===== config.mk =====
export PLATFORM = sky130hd
export DESIGN_NAME = usx_tx_ctrl
export DESIGN_NICKNAME = d
export VERILOG_FILES = /design/src/rtl/usx_pkg.sv /design/src/rtl/usx_tx_ctrl.sv /design/src/rtl/usx_tx_shift.sv
export VERILOG_INCLUDE_DIRS = /design/src /design/src/rtl
export SDC_FILE = /design/constraint.sdc
export NUM_CORES = 1
export LEC_CHECK = 0
export BUFFER_PORTS_ARGS = -buffer_cell sky130_fd_sc_hd__buf_4
export CORE_MARGIN = 1.5
export CORE_UTILIZATION = 48
export DETAILED_ROUTE_END_ITERATION = 10
export GPL_TIMING_DRIVEN = 0
export PLACE_DENSITY_LB_ADDON = 0.25
export SLEW_MARGIN = 30
export SYNTH_ARGS = -nofsm -noshare
export SYNTH_HDL_FRONTEND = slang
export SYNTH_SLANG_ARGS = --single-unit
export TNS_END_PERCENT = 30

===== constraint.sdc =====
create_clock -name hclk -period 3.8 [get_ports hclk]
set_clock_uncertainty 0.1 [all_clocks]
set_input_delay 0.57 -clock hclk [delete_from_list [all_inputs] [get_ports hclk]]
set_output_delay 0.57 -clock hclk [all_outputs]
set_load 0.03 [all_outputs]

===== src/rtl/usx_consts.svh =====
// register offsets, field positions, reset values and widths of the serial transmit block
// assumes a 32-bit AHB-Lite slave decoding the low address byte
`ifndef USX_CONSTS_SVH
`define USX_CONSTS_SVH

`define USX_OFF_DATA     8'h00
`define USX_OFF_STAT     8'h04
`define USX_OFF_CTRLB    8'h08
`define USX_OFF_CTRLC    8'h0C
`define USX_OFF_BAUD     8'h10

`define USX_STAT_UDRE    0
`define USX_STAT_TXC     1
`define USX_STAT_BUSY    2

`define USX_CB_NINTH     0
`define USX_CB_TX_ENABLE_BIT      1
`define USX_CB_RXEN      2
`define USX_CB_UDRIE     3
`define USX_CB_TXCIE     4

`define USX_CC_PAR_ODD   3
`define USX_CC_PAR_EN    4
`define USX_CC_STOP2     5
`define USX_CC_SYNC      6

`define USX_CSZ_NINE     3'h7
`define USX_CTRLB_RST    5'h00
`define USX_CTRLC_RST    7'h03
`define USX_BAUD_RST     12'h00C
`define USX_FRAME_IDLE   13'h1FFF
`define USX_HTRANS_NSEQ  2'h2

`endif


===== src/rtl/usx_pkg.sv =====
// types and shared functions of the serial transmit block
// assumes usx_consts.svh is on the include path
`include "usx_consts.svh"

package usx_pkg;

    typedef enum logic [1:0] {
        USX_TX_OFF   = 2'b00,
        USX_TX_ON    = 2'b01,
        USX_TX_DRAIN = 2'b10
    } usx_tx_state_t;

    // data bits per character for a size code
    function automatic logic [3:0] usx_nbits(input logic [2:0] csz);
        case (csz)
            3'h0:          usx_nbits = 4'h5;
            3'h1:          usx_nbits = 4'h6;
            3'h2:          usx_nbits = 4'h7;
            `USX_CSZ_NINE: usx_nbits = 4'h9;
            default:       usx_nbits = 4'h8;
        endcase
    endfunction

    // even parity over the first n bits, inverted for odd
    function automatic logic usx_parity(input logic [8:0] d, input logic [3:0] n,
                                        input logic odd);
        logic p;
        p = odd;
        for (int i = 0; i < 9; i++) begin
            if (4'(i) < n) begin
                p = p ^ d[i];
            end
        end
        usx_parity = p;
    endfunction

endpackage


===== src/rtl/usx_tx_ctrl.sv =====
// serial port transmit path control with AHB-Lite register access
// assumes the system clock hclk, one master, and pins synchronous to hclk
`timescale 1ns/10ps
`default_nettype none
`include "usx_consts.svh"

module usx_tx_ctrl
    import usx_pkg::*;
(
    // clock and reset
    input  wire logic        hclk,
    input  wire logic        hresetn,
    // AHB-Lite slave
    input  wire logic        hsel,
    input  wire logic [31:0] haddr,
    input  wire logic [1:0]  htrans,
    input  wire logic        hwrite,
    input  wire logic [2:0]  hsize,
    input  wire logic [31:0] hwdata,
    input  wire logic        hready,
    output logic             hreadyout,
    output logic             hresp,
    output logic [31:0]      hrdata,
    // interrupt requests towards the core
    input  wire logic        global_irq_en,
    input  wire logic        txc_irq_ack,
    output logic             udre_irq_req,
    output logic             txc_irq_req,
    // transmit pin takeover
    output logic             serial_tx_pin_o,
    output logic             serial_tx_pin_oe,
    // receive pin takeover and receiver clocking
    input  wire logic        serial_rx_pin,
    input  wire logic        ext_transfer_clk_pin,
    output logic             rx_pin_owned,
    output logic             rx_serial_in,
    output logic             rx_bit_tick
);

    // bus phase registers
    logic        wr_q;
    logic [7:0]  waddr_q;
    logic [31:0] rdata_q;

    // software registers
    logic [4:0]  ctrlb_q;
    logic [6:0]  ctrlc_q;
    logic [11:0] baud_q;

    // transmit buffer and flags
    logic        buf_full_q;
    logic [8:0]  buf_data_q;
    logic        txc_q;
    usx_tx_state_t tx_st_q;

    // clocking
    logic [11:0] div_q;
    logic        xck_q;
    logic        tick;
    logic        int_tick;
    logic        xck_rise;

    // shifter links
    logic        sh_busy;
    logic        sh_last;
    logic        sh_bit;
    logic        load;
    logic [12:0] frame_w;
    logic [3:0]  len_w;
    logic [3:0]  nbits_w;

    // decoded bus strobes and derived status
    logic        addr_ok;
    logic        wr_data;
    logic        wr_stat;
    logic        tx_on;
    logic        udre;

    assign addr_ok = hsel && hready && (htrans == `USX_HTRANS_NSEQ);
    assign hreadyout = 1'b1;
    assign hresp = 1'b0;
    assign hrdata = rdata_q;

    always_ff @(posedge hclk or negedge hresetn) begin
        if (!hresetn) begin
            wr_q    <= 1'b0;
            waddr_q <= 8'h00;
        end else begin
            wr_q    <= addr_ok && hwrite;
            waddr_q <= haddr[7:0];
        end
    end

    assign wr_data = wr_q && (waddr_q == `USX_OFF_DATA);
    assign wr_stat = wr_q && (waddr_q == `USX_OFF_STAT);

    // read data captured in the address phase; unmapped reads give zero
    always_ff @(posedge hclk or negedge hresetn) begin
        if (!hresetn) begin
            rdata_q <= 32'h0000_0000;
        end else if (addr_ok && !hwrite) begin
            case (haddr[7:0])
                `USX_OFF_DATA:  rdata_q <= {23'h0, buf_data_q};
                `USX_OFF_STAT:  rdata_q <= {29'h0, sh_busy, txc_q, udre};
                `USX_OFF_CTRLB: rdata_q <= {27'h0, ctrlb_q};
                `USX_OFF_CTRLC: rdata_q <= {25'h0, ctrlc_q};
                `USX_OFF_BAUD:  rdata_q <= {20'h0, baud_q};
                default:        rdata_q <= 32'h0000_0000;
            endcase
        end
    end

    always_ff @(posedge hclk or negedge hresetn) begin
        if (!hresetn) begin
            ctrlb_q <= `USX_CTRLB_RST;
            ctrlc_q <= `USX_CTRLC_RST;
            baud_q  <= `USX_BAUD_RST;
        end else if (wr_q) begin
            if (waddr_q == `USX_OFF_CTRLB) begin
                ctrlb_q <= hwdata[4:0];
            end
            if (waddr_q == `USX_OFF_CTRLC) begin
                ctrlc_q <= hwdata[6:0];
            end
            if (waddr_q == `USX_OFF_BAUD) begin
                baud_q <= hwdata[11:0];
            end
        end
    end

    // transmit buffer; the ninth bit is sampled with the low byte
    always_ff @(posedge hclk or negedge hresetn) begin
        if (!hresetn) begin
            buf_data_q <= 9'h000;
        end else if (wr_data) begin
            buf_data_q <= {ctrlb_q[`USX_CB_NINTH], hwdata[7:0]};
        end
    end

    // a write landing on the transfer cycle refills the buffer
    always_ff @(posedge hclk or negedge hresetn) begin
        if (!hresetn) begin
            buf_full_q <= 1'b0;
        end else if (wr_data) begin
            buf_full_q <= 1'b1;
        end else if (load) begin
            buf_full_q <= 1'b0;
        end
    end

    // the empty flag has no storage of its own, so writes to it do nothing
    assign udre = !buf_full_q;

    // set wins over both clears
    always_ff @(posedge hclk or negedge hresetn) begin
        if (!hresetn) begin
            txc_q <= 1'b0;
        end else if (sh_last && !buf_full_q) begin
            txc_q <= 1'b1;
        end else if (txc_irq_ack || (wr_stat && hwdata[`USX_STAT_TXC])) begin
            txc_q <= 1'b0;
        end
    end

    assign udre_irq_req = udre && ctrlb_q[`USX_CB_UDRIE] && global_irq_en;
    assign txc_irq_req  = txc_q && ctrlb_q[`USX_CB_TXCIE] && global_irq_en;

    // transmitter enable with deferred switch-off
    always_ff @(posedge hclk or negedge hresetn) begin
        if (!hresetn) begin
            tx_st_q <= USX_TX_OFF;
        end else begin
            case (tx_st_q)
                USX_TX_OFF: begin
                    if (ctrlb_q[`USX_CB_TX_ENABLE_BIT]) begin
                        tx_st_q <= USX_TX_ON;
                    end
                end
                USX_TX_ON: begin
                    if (!ctrlb_q[`USX_CB_TX_ENABLE_BIT]) begin
                        tx_st_q <= USX_TX_DRAIN;
                    end
                end
                USX_TX_DRAIN: begin
                    if (ctrlb_q[`USX_CB_TX_ENABLE_BIT]) begin
                        tx_st_q <= USX_TX_ON;
                    end else if (!buf_full_q && !sh_busy) begin
                        tx_st_q <= USX_TX_OFF;
                    end
                end
                default: tx_st_q <= USX_TX_OFF;
            endcase
        end
    end

    assign tx_on = (tx_st_q != USX_TX_OFF);
    assign serial_tx_pin_oe = tx_on;
    assign serial_tx_pin_o  = tx_on ? sh_bit : 1'b1;

    // bit clock: internal divider or the sampled external clock
    assign xck_rise = ext_transfer_clk_pin && !xck_q;
    assign int_tick = (div_q == baud_q);
    assign tick = ctrlc_q[`USX_CC_SYNC] ? xck_rise : int_tick;

    always_ff @(posedge hclk or negedge hresetn) begin
        if (!hresetn) begin
            xck_q <= 1'b0;
        end else begin
            xck_q <= ext_transfer_clk_pin;
        end
    end

    // restarted on an idle load so the start bit gets a full period
    always_ff @(posedge hclk or negedge hresetn) begin
        if (!hresetn) begin
            div_q <= 12'h000;
        end else if (int_tick || (load && !sh_busy)) begin
            div_q <= 12'h000;
        end else begin
            div_q <= div_q + 12'h001;
        end
    end

    // receiver pin and clock hand-off
    assign rx_pin_owned = ctrlb_q[`USX_CB_RXEN];
    assign rx_serial_in = ctrlb_q[`USX_CB_RXEN] ? serial_rx_pin : 1'b1;
    assign rx_bit_tick  = tick;

    // frame assembly
    assign nbits_w = usx_nbits(ctrlc_q[2:0]);

    always_comb begin
        frame_w = `USX_FRAME_IDLE;
        frame_w[0] = 1'b0;
        for (int i = 0; i < 9; i++) begin
            if (4'(i) < nbits_w) begin
                frame_w[i + 1] = buf_data_q[i];
            end
        end
        if (ctrlc_q[`USX_CC_PAR_EN]) begin
            frame_w[nbits_w + 4'h1] = usx_parity(buf_data_q, nbits_w,
                                                 ctrlc_q[`USX_CC_PAR_ODD]);
        end
        len_w = nbits_w + 4'h2 + {3'h0, ctrlc_q[`USX_CC_PAR_EN]}
              + {3'h0, ctrlc_q[`USX_CC_STOP2]};
    end

    assign load = buf_full_q && tx_on && (!sh_busy || sh_last);

    usx_tx_shift u_shift (
        .hclk    (hclk),
        .hresetn (hresetn),
        .tick    (tick),
        .load    (load),
        .frame   (frame_w),
        .len     (len_w),
        .tx_bit  (sh_bit),
        .busy    (sh_busy),
        .last    (sh_last)
    );
endmodule
`default_nettype wire


===== src/rtl/usx_tx_shift.sv =====
// transmit shift register: sends a prepared frame lsb first, one bit per tick
// assumes the controller builds the frame and loads only when idle or on the last tick
`timescale 1ns/10ps
`default_nettype none
`include "usx_consts.svh"

module usx_tx_shift
    import usx_pkg::*;
(
    // clock and reset
    input  wire logic        hclk,
    input  wire logic        hresetn,
    // control
    input  wire logic        tick,
    input  wire logic        load,
    input  wire logic [12:0] frame,
    input  wire logic [3:0]  len,
    // line and status
    output logic             tx_bit,
    output logic             busy,
    output logic             last
);

    logic [12:0] sh_q;
    logic [3:0]  cnt_q;

    always_ff @(posedge hclk or negedge hresetn) begin
        if (!hresetn) begin
            sh_q  <= `USX_FRAME_IDLE;
            cnt_q <= 4'h0;
        end else if (load) begin
            sh_q  <= frame;
            cnt_q <= len;
        end else if (tick && (cnt_q != 4'h0)) begin
            // ones shift in behind, so the line idles high
            sh_q  <= {1'b1, sh_q[12:1]};
            cnt_q <= cnt_q - 4'h1;
        end
    end

    assign tx_bit = sh_q[0];
    assign busy   = (cnt_q != 4'h0);
    assign last   = tick && (cnt_q == 4'h1);

endmodule
`default_nettype wire

==> metrics <==
maximum vdd drop 183.4 µV; status finished, final reports clean; vias per cell 5.229; worst hold path class primary input to asynchronous set/reset pin; element type at the critical path start flip-flop; Clock Sinks 88; power per cell area 440.1 nW/µm²; Syn. warnings 0; Final Wtd Congestion 0.8920; Fin Hold WS 164.9 ps; synth top area cells dfrtp_1 (39%), dfstp_2 (9.8%), mux2_2 (8.6%); Data arrival, critical path 2320 ps; CP Max Fanout 7; GRT overflow 0; Die H 100.6 µm; die area 10120 µm²; RSZ-0062 raised after global routing no; # DRC 0; cts hold-fix bufs 0; Commonest cells post-synth dfrtp_1 (71), nor2_1 (51), nand2_1 (39); syn avg cell area 10.61 µm²; # setup viols final 0; share of the synthesized area in the top cell type 38.85%; Core Footprint 9240 µm²; WL/cell 15.54 µm; Post CTS Setup Buffer Count 0; Hold Fails Final Rpt 0; Top FF cell, synth dfrtp_1; Reg2Reg Depth 9; Area Growth Syn to Fin 17.21%; Fill cells 804; IO Count 119; Clock transition at path regs 90 ps; CP required 3130 ps; total track usage 21.40%; Starting Density 49.49%; Final nets 594; H-tree depth 3; via count 3373; CTS Root Buffer Type clkbuf_8; LEAKAGE 2.489 nW; synthesized area 4573 µm²; IO Port Bufs 49; critical path type flip-flop to output pin; post-synthesis sequential area ratio 48.62%; Slew @ Worst Pin 783.0 ps; CTS tree done; Die Wd 100.6 µm; initial antenna violation count 0; Worst-Skew Late Latency 350 ps; ANT cells 0; Max-Cap Viols 0; setup TNS 0 ps; first-pass GRT wire length 16800 µm; Bufs on Longest Clock Path 2; post-route ant nets 0; Max Clk Rate 0.3344 GHz; post-CTS sizing 0; largest net degree at the start of global routing 89; Synth cell types 63; Async SR Flop Fraction 100.0%; r2r setup slk 1380 ps; crit path time final 2990 ps; top-count cell post-synth dfrtp_1; vias in the first global route 3378; Critical Path Sink Type output pin; Num CTS Buffers 9; post-synth top area cell dfrtp_1; relative slew slack 47.37%; initial drt markers 199; share of post-route cells with drive strength above 1 31.78%; Slew Limit Fails 0; # rows 35; final core occ 58.01%; iteration count of the initial detailed-routing pass 6; origin of the critical flop-to-flop path u_shift.cnt_q[0]$_DFFE_PN0P_; #FFs+latches synth 88; Mapped Cells 431; number of synthesized flops with an enable pin 0; r2r endpoint hrdata[2]$_DFFE_PN0P_; final worst-path cycle share 78.68%; final WL 10020 µm; HPWL after DPL 7185 µm
==> layout make-up <==
type,instances,area [µm²],share of cell area [%]
Sequential cell,88,2223,41.48
Multi-Input combinational cell,318,2161,40.31
Timing Repair Buffer,49,371.6,6.933
Buffer,38,244.0,4.552
Tap cell,129,161.4,3.011
Clock buffer,10,127.6,2.381
Clock inverter,6,45.04,0.8403
Inverter,7,26.28,0.4902
==> sequential cells by signal, indices dropped and copies added, names as in the netlist, 2 cells and up <==
| name | count |
|---|---|
| u_shift.sh_q | 13 |
| baud_q | 12 |
| div_q | 12 |
| hrdata | 12 |
| buf_data_q | 9 |
| waddr_q | 8 |
| ctrlc_q | 7 |
| ctrlb_q | 5 |
| u_shift.cnt_q | 4 |
| tx_st_q | 2 |
==> cells in the final DEF (no fill, tap or decap), types with 7 or more instances in the layout <==
master / netlist / final
clkbuf_1: 6 / 7
dfstp_2: 17 / 17
clkbuf_8: 0 / 9
nand2_1: 39 / 39
buf_2: 9 / 9
xor2_1: 17 / 17
dfrtp_1: 71 / 71
nand3_1: 7 / 7
buf_4: 22 / 70
inv_1: 7 / 7
a22oi_1: 7 / 7
mux2i_1: 10 / 10
conb_1: 2 / 22
a21oi_1: 11 / 11
xnor2_1: 15 / 15
nor2_1: 51 / 51
mux2_2: 35 / 35
o21ai_0: 17 / 17
==> report_power, final <==
group	internal (mW)	leakage, nW	total [mW]	switching (mW)
Combinational	0.259	1.30	0.623	0.364
Sequential	1.06	1.11	1.16	0.0970
Clock	0.241	0.0842	0.579	0.338
Total	1.56	2.49	2.36	0.799
==> how the worst max path moves through the flow <==
stage,from,depth (start not counted),slack (ps),to
global route,div_q[4]$_DFF_PN0_,5,690,rx_bit_tick
finish,div_q[4]$_DFF_PN0_,5,810,rx_bit_tick
CTS,div_q[4]$_DFF_PN0_,5,800,rx_bit_tick
global placement,haddr[1],6,1180,hrdata[6]$_DFFE_PN0P_
floorplan,div_q[7]$_DFF_PN0_,4,1560,rx_bit_tick
detailed placement,div_q[4]$_DFF_PN0_,5,1210,rx_bit_tick
==> logic make-up after synthesis <==
family,synth area share [%]
compound gates,10.89
xor+xnor,6.648
fa+ha+maj,1.532
buf+inv,5.910
flops,48.62
mux,10.81
other cells,0.1642
simple gates,15.43
==> through the flow <==
step | instance area [µm²] | setup WS [ps] | power (mW) | cells
final | 5360 | 810.0 | 2.359 | 645
after global routing | 5360 | 691.3 | 2.509 | 645
after CTS | 5360 | 796.1 | 2.373 | 645
after detailed placement | 5187 | 1211 | 1.794 | 629
after global placement | 5177 | 1181 | 1.776 | 629
after floorplan | 4648 | 1563 | 1.610 | 451
==> routing by layer <==
metal | share of wire [%] | vias up | track usage [%]
met5 | 0 | - | 0
met2 | 47 | 98 | 33.42
met3 | 4.6 | 14 | 3.259
met1 | 47 | 1632 | 29.61
met4 | 2.0 | 0 | 9.534
li1 | - | 1629 | -
==> critical path, stage by stage (launching register included) <==
cell     delay [ps]
dfrtp_1         440
xor2_1          170
nor4_2          420
nand2_2         130
o31ai_4         540
buf_4           270
Note: power is estimated with default switching activity, not from simulation.
